`config.mk`:
```
export PLATFORM = sky130hd
export DESIGN_NAME = energy_pulse_output_select
export DESIGN_NICKNAME = d
export VERILOG_FILES = /design/src/epo_pkg.sv /design/src/energy_pulse_output_select.sv /design/src/energy_integrator.sv
export VERILOG_INCLUDE_DIRS = /design/src
export SDC_FILE = /design/constraint.sdc
export NUM_CORES = 2
export LEC_CHECK = 0
export BUFFER_PORTS_ARGS = -buffer_cell sky130_fd_sc_hd__buf_2
export CAP_MARGIN = 20
export CORE_MARGIN = 3
export CORE_UTILIZATION = 58
export CTS_BUF_LIST = sky130_fd_sc_hd__clkbuf_8 sky130_fd_sc_hd__clkbuf_16
export DETAILED_ROUTE_END_ITERATION = 10
export GPL_TIMING_DRIVEN = 0
export PLACE_DENSITY_LB_ADDON = 0.2
export SYNTH_ARGS = -nofsm -noshare
export SYNTH_HDL_FRONTEND = slang
export SYNTH_SLANG_ARGS = --single-unit
```
`constraint.sdc`:
```
create_clock -name clk_i -period 3.6 [get_ports clk_i]
set_clock_uncertainty 0.15 [all_clocks]
set_input_delay 0.36 -clock clk_i [delete_from_list [all_inputs] [get_ports clk_i]]
set_output_delay 0.36 -clock clk_i [all_outputs]
set_load 0.01 [all_outputs]
```
`src/epo_defines.svh`:
```
// Constants for the energy pulse output select block
`ifndef EPO_DEFINES_SVH
`define EPO_DEFINES_SVH

`define EPO_ACC_W 20
`define EPO_STEP_BIT 10
`define EPO_CLK_MHZ 250

`define EPO_WD_PERIOD_MS 1600
`define EPO_WD_PULSE_MS 16
`define EPO_STEP_SHORT_US 31250
`define EPO_STEP_LONG_US 156250

`define EPO_WD_PERIOD_CYC (`EPO_WD_PERIOD_MS * 1000 * `EPO_CLK_MHZ)
`define EPO_WD_PULSE_CYC (`EPO_WD_PULSE_MS * 1000 * `EPO_CLK_MHZ)
`define EPO_STEP_SHORT_CYC (`EPO_STEP_SHORT_US * `EPO_CLK_MHZ)
`define EPO_STEP_LONG_CYC (`EPO_STEP_LONG_US * `EPO_CLK_MHZ)

`define EPO_SYS_HALF_LSB 3'h3
`define EPO_MODE_PERIPH 2'h0
`define EPO_NEG_FERRARIS3 2'h0
`define EPO_NEG_ABSOLUTE 2'h1
`define EPO_NEG_FERRARIS1 2'h2
`define EPO_NEG_SIGNED 2'h3

`define EPO_DIV_K0 12'h040
`define EPO_DIV_K1 12'h080
`define EPO_DIV_K2 12'h020
`define EPO_DIV_K3 12'h100
`define EPO_DIV_LONG_MULT 12'h00A

`endif

```
`src/epo_pkg.sv`:
```
// Types shared by the energy pulse output select block
package epo_pkg;

  typedef struct packed {
    logic [1:0] app_mode_sel;
    logic [1:0] motor_ratio_sel;
    logic reactive_len_sel;
    logic harmonic_only_sel;
    logic [1:0] neg_power_mode;
    logic [2:0] topology;
  } cfg_s;

  // Per-phase powers, index 0..2 = R, S, T, two's complement
  typedef struct packed {
    logic [2:0][15:0] act;
    logic [2:0][15:0] harmonic_only_sel_act;
    logic [2:0][15:0] react;
    logic [2:0][15:0] harmonic_only_sel_react;
  } power_s;

  typedef enum logic [1:0] {WD_HOLD, WD_COUNT, WD_PULSE} wd_state_e;
  typedef enum logic {STEP_IDLE, STEP_ON} step_state_e;

endpackage

```
`src/energy_pulse_output_select.sv`:
```
// Energy to pulse conversion, pulse pin select, stepper and watchdog
`timescale 1ns/1ps
`include "epo_defines.svh"
// Notes on behaviour
// - Integrate four power kinds into 20-bit energies
// - Energy becomes proportional pulse train, selectable
// - 3-phase active LSB always 1000/(C*2^10) Wh
// - Topology 3 doubles LSB weight for 3-phase Q, F, R
// - Peripheral mode: serial pins serve only communication
// - Mode zero: zero-cross on pos, watchdog neg
// - Watchdog: 16 ms pulse every 1.6 s
// - Latch request restarts the watchdog interval
// - Watchdog held high while supply is low
// - Mode zero: kind, fundamental, phase select pulse
// - Every selected pulse pin source runs at C
// - Mode one: stepper from 3-phase active energy
// - Mode one: pulse pin 3-phase, ratio ignored
// - Stepper pulse length and divide ratio, alternating
// - Negative power mode selects accumulation rule
// - No-load flag holds motor pins low in stepper modes
module energy_pulse_output_select #(
  parameter logic [28:0] WD_PERIOD_CYC = 29'(`EPO_WD_PERIOD_CYC),
  parameter logic [28:0] WD_PULSE_CYC = 29'(`EPO_WD_PULSE_CYC),
  parameter logic [25:0] STEP_SHORT_CYC = 26'(`EPO_STEP_SHORT_CYC),
  parameter logic [25:0] STEP_LONG_CYC = 26'(`EPO_STEP_LONG_CYC)
) (
  input wire logic clk_i,
  input wire logic rst_b_i,
  input wire epo_pkg::cfg_s cfg_i,
  input wire epo_pkg::power_s power_i,
  input wire logic power_valid_i,
  input wire logic no_load_flag_i,
  input wire logic zero_cross_sig_i,
  input wire logic supply_low_i,
  input wire logic serial_latch_pin_i,
  output logic energy_pulse_pin_o,
  output logic motor_pos_pin_o,
  output logic motor_neg_pin_o,
  output logic serial_comm_only_o,
  output logic [19:0] active_energy_o
);
  import epo_pkg::*;

  logic signed [17:0] inc [16];
  logic [15:0] bidir;
  logic [15:0] coarse;
  logic [15:0] pulses;
  logic [19:0] energy [16];

  function automatic logic signed [17:0] shape(input logic [15:0] v,
                                               input logic active,
                                               input logic [1:0] mode);
    logic signed [17:0] s;
    s = 18'($signed(v));
    if (active && mode == `EPO_NEG_ABSOLUTE && s < 0)
      s = -s;
    else if (active && mode == `EPO_NEG_FERRARIS1 && s < 0)
      s = 18'sh00000;
    return s;
  endfunction

  function automatic logic [11:0] step_div(input logic [1:0] ratio,
                                           input logic long_sel);
    logic [11:0] d;
    case (ratio)
      2'h0: d = `EPO_DIV_K0;
      2'h1: d = `EPO_DIV_K1;
      2'h2: d = `EPO_DIV_K2;
      default: d = `EPO_DIV_K3;
    endcase
    return long_sel ? 12'(d * `EPO_DIV_LONG_MULT) : d;
  endfunction

  // Kind order P, F, Q, R; channel = kind*4 + (0 3-ph, 1..3 R,S,T)
  always_comb
  begin
    logic [15:0] v;
    logic signed [17:0] sh;
    logic signed [17:0] sum;
    v = 16'h0000;
    sh = 18'sh00000;
    sum = 18'sh00000;
    for (int k = 0; k < 4; k++)
    begin
      sum = 18'sh00000;
      for (int ph = 0; ph < 3; ph++)
      begin
        case (k)
          0: v = power_i.act[ph];
          1: v = power_i.harmonic_only_sel_act[ph];
          2: v = power_i.react[ph];
          default: v = power_i.harmonic_only_sel_react[ph];
        endcase
        // accumulation rule on active kinds only
        sh = shape(v, k < 2, cfg_i.neg_power_mode);
        inc[k*4+ph+1] = sh;
        sum = sum + sh;
        bidir[k*4+ph+1] = (k >= 2) ||
                          (cfg_i.neg_power_mode == `EPO_NEG_SIGNED);
        coarse[k*4+ph+1] = 1'b0;
      end
      inc[k*4] = sum;
      bidir[k*4] = (k >= 2) || (cfg_i.neg_power_mode == `EPO_NEG_SIGNED);
      // topology 3 weighting, keeps P at 2^10
      coarse[k*4] = (k != 0) && (cfg_i.topology == `EPO_SYS_HALF_LSB);
    end
  end

  for (genvar c = 0; c < 16; c++)
  begin : g_int
    energy_integrator u_int (
      .clk_i(clk_i),
      .rst_b_i(rst_b_i),
      .valid_i(power_valid_i),
      .inc_i(inc[c]),
      .bidir_i(bidir[c]),
      .coarse_i(coarse[c]),
      .energy_o(energy[c]),
      .pulse_o(pulses[c])
    );
  end
  assign active_energy_o = energy[0];

  // Pin synchronisers, first stage read only by second
  logic latch_s1_r, latch_s2_r, latch_s3_r;
  logic sup_s1_r, sup_s2_r;
  always_ff @(posedge clk_i or negedge rst_b_i)
  begin
    if (!rst_b_i)
    begin
      latch_s1_r <= 1'b0;
      latch_s2_r <= 1'b0;
      latch_s3_r <= 1'b0;
      sup_s1_r <= 1'b1;
      sup_s2_r <= 1'b1;
    end
    else
    begin
      latch_s1_r <= serial_latch_pin_i;
      latch_s2_r <= latch_s1_r;
      latch_s3_r <= latch_s2_r;
      sup_s1_r <= supply_low_i;
      sup_s2_r <= sup_s1_r;
    end
  end
  logic latch_edge;
  assign latch_edge = latch_s2_r && !latch_s3_r;

  // Watchdog; period counts low time so cycle totals 1.6 s
  wd_state_e wd_state_r, wd_state_nxt;
  logic [28:0] wd_cnt_r, wd_cnt_nxt;
  logic wd_out_r, wd_out_nxt;
  always_comb
  begin
    wd_state_nxt = wd_state_r;
    wd_cnt_nxt = wd_cnt_r;
    case (wd_state_r)
      WD_HOLD:
      begin
        wd_cnt_nxt = 29'h00000000;
        if (!sup_s2_r)
          wd_state_nxt = WD_COUNT;
      end
      WD_COUNT:
      begin
        if (latch_edge)
          wd_cnt_nxt = 29'h00000000;
        else if (wd_cnt_r == WD_PERIOD_CYC - WD_PULSE_CYC - 29'h1)
        begin
          wd_state_nxt = WD_PULSE;
          wd_cnt_nxt = 29'h00000000;
        end
        else
          wd_cnt_nxt = wd_cnt_r + 29'h1;
      end
      WD_PULSE:
      begin
        if (wd_cnt_r == WD_PULSE_CYC - 29'h1)
        begin
          wd_state_nxt = WD_COUNT;
          wd_cnt_nxt = 29'h00000000;
        end
        else
          wd_cnt_nxt = wd_cnt_r + 29'h1;
      end
      default:
        wd_state_nxt = WD_HOLD;
    endcase
    if (sup_s2_r)
      wd_state_nxt = WD_HOLD;
    wd_out_nxt = wd_state_nxt != WD_COUNT;
  end
  always_ff @(posedge clk_i or negedge rst_b_i)
  begin
    if (!rst_b_i)
    begin
      wd_state_r <= WD_HOLD;
      wd_cnt_r <= 29'h00000000;
      wd_out_r <= 1'b1;
    end
    else
    begin
      wd_state_r <= wd_state_nxt;
      wd_cnt_r <= wd_cnt_nxt;
      wd_out_r <= wd_out_nxt;
    end
  end

  // Stepper divider and mono-flop
  step_state_e step_state_r, step_state_nxt;
  logic [11:0] div_cnt_r, div_cnt_nxt;
  logic [25:0] mono_cnt_r, mono_cnt_nxt;
  logic coil_sel_r, coil_sel_nxt;
  logic p3_neg_r, p3_neg_nxt;
  logic step_mode, step_block, step_fire;
  assign step_mode = cfg_i.app_mode_sel != `EPO_MODE_PERIPH;
  // 3-phase Ferraris negative blocks stepper, no-load
  assign step_block = no_load_flag_i || (p3_neg_r &&
    cfg_i.neg_power_mode == `EPO_NEG_FERRARIS3);
  assign step_fire = step_mode && !step_block && pulses[0] &&
    div_cnt_r == step_div(cfg_i.motor_ratio_sel, cfg_i.reactive_len_sel)
    - 12'h001;
  always_comb
  begin
    step_state_nxt = step_state_r;
    div_cnt_nxt = div_cnt_r;
    mono_cnt_nxt = mono_cnt_r;
    coil_sel_nxt = coil_sel_r;
    p3_neg_nxt = p3_neg_r;
    if (power_valid_i)
      p3_neg_nxt = inc[0] < 0;
    if (!step_mode || step_block)
      div_cnt_nxt = 12'h000;
    else if (step_fire)
      div_cnt_nxt = 12'h000;
    else if (pulses[0])
      div_cnt_nxt = div_cnt_r + 12'h001;
    case (step_state_r)
      STEP_IDLE:
      begin
        mono_cnt_nxt = 26'h0000000;
        if (step_fire)
          step_state_nxt = STEP_ON;
      end
      STEP_ON:
      begin
        // pulse length by length select, then alternate coil
        if (mono_cnt_r == (cfg_i.reactive_len_sel ? STEP_LONG_CYC
                           : STEP_SHORT_CYC) - 26'h1)
        begin
          step_state_nxt = STEP_IDLE;
          coil_sel_nxt = !coil_sel_r;
        end
        else
          mono_cnt_nxt = mono_cnt_r + 26'h1;
      end
      default:
        step_state_nxt = STEP_IDLE;
    endcase
    if (!step_mode || step_block)
      step_state_nxt = STEP_IDLE;
  end
  always_ff @(posedge clk_i or negedge rst_b_i)
  begin
    if (!rst_b_i)
    begin
      step_state_r <= STEP_IDLE;
      div_cnt_r <= 12'h000;
      mono_cnt_r <= 26'h0000000;
      coil_sel_r <= 1'b0;
      p3_neg_r <= 1'b0;
    end
    else
    begin
      step_state_r <= step_state_nxt;
      div_cnt_r <= div_cnt_nxt;
      mono_cnt_r <= mono_cnt_nxt;
      coil_sel_r <= coil_sel_nxt;
      p3_neg_r <= p3_neg_nxt;
    end
  end

  // Output pins, all registered so selection changes never glitch
  logic [3:0] src_idx;
  logic led_r, led_nxt, mpos_r, mpos_nxt, mneg_r, mneg_nxt;
  logic ser_r, ser_nxt;
  logic coil_on;
  assign coil_on = step_state_r == STEP_ON && step_mode && !step_block;
  always_comb
  begin
    // mode zero kind and phase, other modes 3-phase only
    if (cfg_i.app_mode_sel == `EPO_MODE_PERIPH)
      src_idx = {cfg_i.reactive_len_sel, cfg_i.harmonic_only_sel,
                 cfg_i.motor_ratio_sel};
    else
      src_idx = {cfg_i.reactive_len_sel, cfg_i.harmonic_only_sel, 2'h0};
    led_nxt = pulses[src_idx];
    // zero-cross and watchdog on motor pins
    if (cfg_i.app_mode_sel == `EPO_MODE_PERIPH)
    begin
      mpos_nxt = zero_cross_sig_i;
      mneg_nxt = wd_out_nxt;
    end
    else
    begin
      mpos_nxt = coil_on && !coil_sel_r;
      mneg_nxt = coil_on && coil_sel_r;
    end
    ser_nxt = !cfg_i.app_mode_sel[1];
  end
  always_ff @(posedge clk_i or negedge rst_b_i)
  begin
    if (!rst_b_i)
    begin
      led_r <= 1'b0;
      mpos_r <= 1'b0;
      mneg_r <= 1'b1;
      ser_r <= 1'b1;
    end
    else
    begin
      led_r <= led_nxt;
      mpos_r <= mpos_nxt;
      mneg_r <= mneg_nxt;
      ser_r <= ser_nxt;
    end
  end
  assign energy_pulse_pin_o = led_r;
  assign motor_pos_pin_o = mpos_r;
  assign motor_neg_pin_o = mneg_r;
  assign serial_comm_only_o = ser_r;

  no_load_low_a: assert property (@(posedge clk_i) disable iff (!rst_b_i)
    no_load_flag_i && step_mode |=> !motor_pos_pin_o && !motor_neg_pin_o)
    else $error("motor pins active under no-load");
  supply_hold_a: assert property (@(posedge clk_i) disable iff (!rst_b_i)
    sup_s2_r |=> wd_out_r)
    else $error("watchdog low with supply low");
  wd_pulse_len_a: assert property (@(posedge clk_i) disable iff (!rst_b_i)
    $fell(wd_out_r) && $past(wd_state_r) == WD_PULSE
    |-> $past(wd_cnt_r) == WD_PULSE_CYC - 29'h1)
    else $error("watchdog pulse wrong length");
  wd_restart_a: assert property (@(posedge clk_i) disable iff (!rst_b_i)
    wd_state_r == WD_COUNT && latch_edge && !sup_s2_r
    |=> wd_cnt_r == 29'h0 && !wd_out_r)
    else $error("latch request did not restart watchdog");
  periph_map_a: assert property (@(posedge clk_i) disable iff (!rst_b_i)
    cfg_i.app_mode_sel == 2'h0 |=> motor_pos_pin_o == $past(zero_cross_sig_i)
    && motor_neg_pin_o == wd_out_r)
    else $error("peripheral pin mapping wrong");
  led_sel_a: assert property (@(posedge clk_i) disable iff (!rst_b_i)
    cfg_i.app_mode_sel != 2'h0 |=> energy_pulse_pin_o ==
    $past(pulses[{cfg_i.reactive_len_sel, cfg_i.harmonic_only_sel, 2'h0}]))
    else $error("pulse pin source wrong in stepper mode");
  coil_excl_a: assert property (@(posedge clk_i) disable iff (!rst_b_i)
    !(motor_pos_pin_o && motor_neg_pin_o) || !step_mode)
    else $error("both coils driven");
  neg_block_a: assert property (@(posedge clk_i) disable iff (!rst_b_i)
    p3_neg_r && cfg_i.neg_power_mode == 2'h0 |-> !step_fire
    ##1 step_state_r == STEP_IDLE)
    else $error("stepper ran on negative 3-phase power");
  serial_only_a: assert property (@(posedge clk_i) disable iff (!rst_b_i)
    !cfg_i.app_mode_sel[1] |=> serial_comm_only_o)
    else $error("peripheral flag not shown");

endmodule // energy_pulse_output_select

```
`src/energy_integrator.sv`:
```
// One 20-bit energy accumulator with pulse-per-step output
`timescale 1ns/1ps
`include "epo_defines.svh"
module energy_integrator (
  input wire logic clk_i,
  input wire logic rst_b_i,
  input wire logic valid_i,
  input wire logic signed [17:0] inc_i,
  input wire logic bidir_i,
  input wire logic coarse_i,
  output logic [19:0] energy_o,
  output logic pulse_o
);
  logic [20:0] sum_r;
  logic [20:0] sum_nxt;
  logic pulse_r;
  logic pulse_nxt;
  logic crossed;

  always_comb
  begin
    sum_nxt = sum_r;
    pulse_nxt = 1'b0;
    crossed = 1'b0;
    if (valid_i)
    begin
      sum_nxt = sum_r + 21'(inc_i);
      crossed = sum_nxt[20:`EPO_STEP_BIT] != sum_r[20:`EPO_STEP_BIT];
      pulse_nxt = crossed && (!inc_i[17] || bidir_i);
    end
  end

  always_ff @(posedge clk_i or negedge rst_b_i)
  begin
    if (!rst_b_i)
    begin
      sum_r <= 21'h000000;
      pulse_r <= 1'b0;
    end
    else
    begin
      sum_r <= sum_nxt;
      pulse_r <= pulse_nxt;
    end
  end

  // doubled LSB weight, pulse rate unchanged
  assign energy_o = coarse_i ? sum_r[20:1] : sum_r[19:0];
  assign pulse_o = pulse_r;

  step_pulse_a: assert property (@(posedge clk_i) disable iff (!rst_b_i)
    pulse_o |-> $past(sum_r[20:10]) != sum_r[20:10])
    else $error("pulse without step crossing");

endmodule // energy_integrator

```
### Word level (Yosys, flattened, before mapping)

Cells that the tools add are included.

| operators by class | value |
|---|---|
| multiply operators | 1 |
| reductions and logical operators | 60 |
| multiplexer cells | 54 |
| shift operators | 0 |
| div/mod/pow operators | 0 |
| bitwise operators | 1 |
| $lt $le $gt $ge | 8 |
| add/sub/neg operators | 35 |
| equality and inequality tests | 29 |

Operators by type and width:

| kind | count |
|---|---|
| $add 21x21->21 | 16 |
| $mux 18 | 12 |
| $ne 11x11->1 | 16 |
| $neg 16->18 | 6 |
| $lt 16x1->1 const B | 6 |
| $mux 29 | 3 |
| $pmux 29 s3 | 1 |
| $add 18x18->18 | 4 |
| $mux 26 | 2 |
| $pmux 26 s2 | 1 |
| $mux 12 | 4 |
| $add 17x16->18 | 2 |
| $add 16x16->17 | 2 |
| $add 29x1->29 const B | 1 |
| $eq 29x22->1 const B | 1 |
| $eq 29x29->1 const B | 1 |
| $logic_and 1x1->1 | 29 |
| $pmux 9 s3 | 1 |
| $add 26x1->26 const B | 1 |
| $eq 26x26->1 | 1 |
| $sub 26x1->26 const B | 1 |
| $mux 1 | 22 |
| $lt 18x1->1 const B | 1 |
| $logic_not 1->1 | 13 |
| 19 further kinds | 41 |

| storage, ports and cells | value |
|---|---|
| memories kept | 0 |
| RAM bits | 0 |
| word-level logic and storage cells | 236 |
| input bits | 210 |
| latch bits | 0 |
| memory bits (read-only) | 0 |
| bits in registers | 433 |

### Logic depth before layout (Yosys ltp)

| logic depth | value |
|---|---|
| depth in word-level cells | 10 |
| gate-level depth with buffers | 31 |
| gate-level depth less buffers | 30 |

### Cells and area by module

From an unflattened synthesis, not the netlist that was laid out.

| unflattened totals | value |
|---|---|
| cell total of the unflattened synthesis | 6,149 |
| area, all modules | 53,124.7 um^2 |

By module, submodules not included:

| module | sequential area each (um^2) | cells each | instances | area each (um^2) |
|---|---|---|---|---|
| energy_integrator at g_int[0].u_int ... | 550.5 | 291 | 14 | 2,591.2 |
| energy_pulse_output_select | 2,031.9 | 1,577 | 1 | 12,160.4 |
| energy_integrator at g_int[12].u_int | 550.5 | 248 | 1 | 2,393.5 |
| energy_integrator at g_int[13].u_int | 550.5 | 250 | 1 | 2,293.4 |

### Worst setup path before layout

OpenSTA, ideal clock, no wires.

| timing path | value |
|---|---|
| path kind | input port to flip-flop |
| start | in cfg_i[3] (netlist bit) |
| end | reg g_int[4].u_int.pulse_r |
| arrival time | 6.103 ns |
| slack | -2.784 ns |
| stages on the path | 28 |
| setup time | 0.131 ns |
| cell sequence | nor2b_1 clkbuf_1 clkbuf_1 o21ai_0 a22oi_1 inv_1 fa_1 ha_1 inv_1 fa_1 nor2b_1 o21a_1 o21a_1 o41a_1 a211oi_1 nor2_1 a211oi_1 ha_1 xnor2_1 nor3_1 nor4_1 nand4_1 a2111oi_0 o211ai_1 a211oi_1 nand4_1 nor4_1 a31oi_1 |

| between the ends | value |
|---|---|
| word-level cells in the longest chain between the ends | 10 |
| elaborated cells between the ends (all ways) | 23 |

Ends and longest elaborated chain:

| element | RTL line | source |
|---|---|---|
| start, declared | energy_pulse_output_select.sv:29 | `input wire epo_pkg::cfg_s cfg_i,` |
| $eq 2x2->1 (no source line) | n/a |  |
| $logic_and 1x1->1 | energy_pulse_output_select.sv:57 | `` else if (active && mode == `EPO_NEG_FERRARIS1 && s < 0) `` |
| $mux 18 | energy_pulse_output_select.sv:57 |  |
| $mux 18 | energy_pulse_output_select.sv:55 | `` if (active && mode == `EPO_NEG_ABSOLUTE && s < 0) `` |
| $add 18x18->18 (2 in a row) | energy_pulse_output_select.sv:97 | `sum = sum + sh;` |
| $add 21x21->21 / $logic_not 1->1 (equally long branches) | energy_integrator.sv:27, energy_integrator.sv:29 |  |
| $ne 11x11->1 / $logic_or 1x1->1 (equally long branches) | energy_integrator.sv:28, energy_integrator.sv:29 |  |
| $logic_and 1x1->1 * | energy_integrator.sv:29 | `pulse_nxt = crossed && (!inc_i[17] \|\| bidir_i);` |
| $mux 1 * | energy_integrator.sv:25 | `if (valid_i)` |
| named net g_int[4].u_int.pulse_nxt | energy_integrator.sv:17 | `logic pulse_nxt;` |
| end signal, assigned | energy_integrator.sv:43 | `pulse_r <= pulse_nxt;` |
| end, declared | energy_integrator.sv:16 | `logic pulse_r;` |

Mark *: on every way through the listed nets, which the timed path passes. The rest lies on a longest branch.
A chain may end at the register's enable or synchronous reset.

### Worst setup path after layout

| timing path | value |
|---|---|
| start | in cfg_i[4] (netlist bit) |
| end | reg g_int[4].u_int.pulse_r |

Same word-level chain as after synthesis.

==> flow_summary.yaml <==
floorplan:
  die_h_um: 276
  die_w_um: 276
  start_util: 0.588
  rows: 98
  coreArea_sq_mm: 0.0719
  io-pin-count: 234
  dieArea_sq_mm: 0.0761
layout:
  final_common_cell: "dfrtp_1"
  drive_above_1_share: 0.272
  post-route-util: 0.739
  layout.nets: 6079
  layout_common_cells: "413 x dfrtp_1, 343 x ha_1, 312 x xnor2_1"
  area.growth.synth_to_final_pct: 25.7
timing:
  max_freq_mhz: 165
  slew_headroom: 0.164
  tns_ns: -65.32
  tightest_slew_ns: 1.25
  rsz0062_at_grt: "true"
  finalHoldViolCount: 0
  setup-violations-final: 81
  finalCritPeriodShare: 1.69
  min_period_ns: 6.08
  fin_ws_ns: -2.48
  report.final.slew_viol_count: 0
power_and_ir_drop:
  powerDensity_mw_per_mm2: 1050
  leakage_nw: 23.5
  ir_drop_mv: 1.02
  power_mw: 55.9
synthesis:
  synth_top_area_frac: 0.245
  yosys-top-cells-area: "dfrtp_1 24%, ha_1 12%, xnor2_1 7.3%"
  synth_top_area_cell: "dfrtp_1"
  ys_seq_area_frac: 0.247
  async_flop_share: 1.00
  synth_edf_count: 0
  yosys.cell_types.count: 95
  postSynthAreaPerCell_sq_um: 8.77
  syn_area_sq_mm: 0.0422
  ys_ff_latch: 417
  synth_ff_type: "dfrtp_1"
  syn-instance-count: 4817
  ys_warn_count: 0
  syn-num-nets: 5521
cts:
  h-tree-depth: 2
  clkTransAtPathRegs_ns: 0.06
  cts-root-buf: "clkbuf_16"
  cts_tree: "yes"
  worst_skew_pair.late_latency_ns: 0.62
  cts_buffer_depth: 3
  cts.sinks: 417
  numCtsBuffers: 52
worst_setup_path:
  r2r_slack_ns: -0.20
  crit_path_end: "g_int[4].u_int.pulse_o$_DFF_PN0_"
  crit_start: "cfg_i[4]"
  crit-reg2reg-capture: "g_int[8].u_int.pulse_o$_DFF_PN0_"
  critPathSlowestCell: "fa_1"
  worstSetupStartpointType: "primary input"
  end_kind: "flop"
  r2r-start: "g_int[8].u_int.sum_r[0]$_DFFE_PN0P_"
  arrival_ns: 6.40
  cp_slowest_stage_delay_ns: 0.48
  crit_required_ns: 3.92
  reg2reg_depth: 12
  cp_max_fo: 7
  critPathKind: "in2reg"
min_path:
  hold_path_class: "in2reg"
  hold_path.startpoint: "power_i[64]"
placement:
  io_buffers: 225
  place.gp.congestion: 0.968
  dpl_worst_slack_ns: -3.82
  place.detailed.hpwl_mm: 90.1
global_routing:
  grt_max_degree: 112
  globalRouteTotalUtil: 0.320
  antenna_found_initial: 6
  grt_pass1_wl_mm: 196
  grt_remaining_overflow: 0
  grt_pass1_vias: 37500
outcome:
  violations: "negative setup slack"
  status: "finished with violations"
drt:
  wirelength_mm: 131
  via_per_inst: 6.26
  drcViolationCount: 0
  ant_nets: 0
  firstDrtPassIters: 6
  dr_total_vias: 39900
  wl_per_cell_um: 20.6
  drtIter0Drc: 3211
flow_run:
  drv_cap: 0
cell type report:
type / count / area [sq um]
fill: 4936 / 18700
sequential: 417 / 10400
antenna: 9 / 22.5
inverter: 252 / 952
multi-input combinational: 3988 / 34000
clock buffer: 62 / 1440
tap: 950 / 1190
buffer: 151 / 830
clock inverter: 34 / 443
timing repair buffer: 513 / 3760
Yosys cell counts, drive strengths merged, types with 11 or more instances:
master and count:
fa 86, or3 36, xnor2 351, a221oi 11, nand3 119, a211oi 47
a31oi 52, nor3 140, or2 21, mux2 257, xnor3 11, or4 16
nor2 345, a31o 17, o41ai 13, dfrtp 413, and3 57, o211ai 43
and4 13, nor2b 77, o31a 17, o21bai 43, o2111ai 13, a2111oi 18
and2 65, a41oi 16, o21ai 269, o31ai 50, a22oi 11, nand2b 67
nand2 317, mux2i 68, inv 251, a21oi 341, ha 408, xor2 143
a211o 16, nor4 44, buf 36, nor3b 13, clkbuf 124, a21o 144
o21a 52, nand4 40
where the power goes:
part	total (mW)	internal (mW)	switching, mW	leakage, nW
clock network	5.86	3.55	2.31	0.937
logic	41.5	20.3	21.3	17.5
registers	8.53	6.72	1.81	5.03
total	55.9	30.6	25.4	23.5
worst max-delay path, delay by kind of cell:
| kind | cells | cell delay, ns |
|---|---|---|
| and+or+nand+nor | 7 | 1.31 |
| xor gates and xnor gates | 2 | 0.35 |
| AOI/OAI and AO/OA | 14 | 2.52 |
| adders and majority gates | 3 | 1.00 |
| buffers and inverters | 6 | 0.84 |
logic make-up (layout without fill, tap and decap cells):
family / after synthesis / after routing / share of synthesized area
multiplexers: 326 / 326 / 0.0853
XOR/XNOR: 505 / 505 / 0.108
adder cells (fa/ha/maj): 494 / 494 / 0.162
buffers and inverters: 412 / 1012 / 0.0385
AO/OA/AOI/OAI: 1261 / 1261 / 0.195
flip-flops: 417 / 417 / 0.247
AND/OR/NAND/NOR: 1402 / 1402 / 0.164
other: 0 / 9 / 0
metrics by stage:
step	cells	hold slack, ns	instance area [sq um]
floorplan	4817	-0.0856	43200
global placement	5992	0.196	45500
detailed placement	6004	0.120	45800
CTS	6269	0.0142	50600
global route	6368	0.0416	53100
finish	6376	0.0456	53100
how the worst min path moves through the flow:
stage,endpoint,slack [ns],cells past startpoint
CTS,g_int[10].u_int.sum_r[0]$_DFFE_PN0P_,0.01,3
global route,g_int[10].u_int.sum_r[0]$_DFFE_PN0P_,0.04,3
detailed placement,mono_cnt_r[14]$_DFFE_PN0N_,0.12,1
floorplan,coil_sel_r$_DFFE_PN0P_,-0.09,0
finish,g_int[10].u_int.sum_r[0]$_DFFE_PN0P_,0.05,3
global placement,latch_s2_r$_DFF_PN0_,0.20,0
timing repair:
action,CTS,global route
gates resized for setup,319,332
hold buffers,10,0
gates cloned,1,0
endpoints found under the setup margin,106,128
hold endpoints to repair,248,0
setup buffers,163,114
pin swaps,205,246
registers in the layout, summed over array words and instances, names as in the netlist, 2 cells and up:
name,cells
g_int.u_int.sum_r,320
wd_cnt_r,29
mono_cnt_r,26
g_int.u_int.pulse_o,16
div_cnt_r,12
wd_state_r,2
metal layers:
| layer | part of all wire | track usage | wire length, um | vias to the layer above |
|---|---|---|---|---|
| li1 | - | - | - | 18600 |
| met1 | 0.41 | 0.426 | 53900 | 19300 |
| met2 | 0.46 | 0.516 | 60600 | 1608 |
| met3 | 0.077 | 0.0503 | 10100 | 408 |
| met4 | 0.050 | 0.136 | 6520 | 6 |
| met5 | 0.00027 | 0 | 35 | - |
No activity file was read; power rests on OpenSTA's default activity.
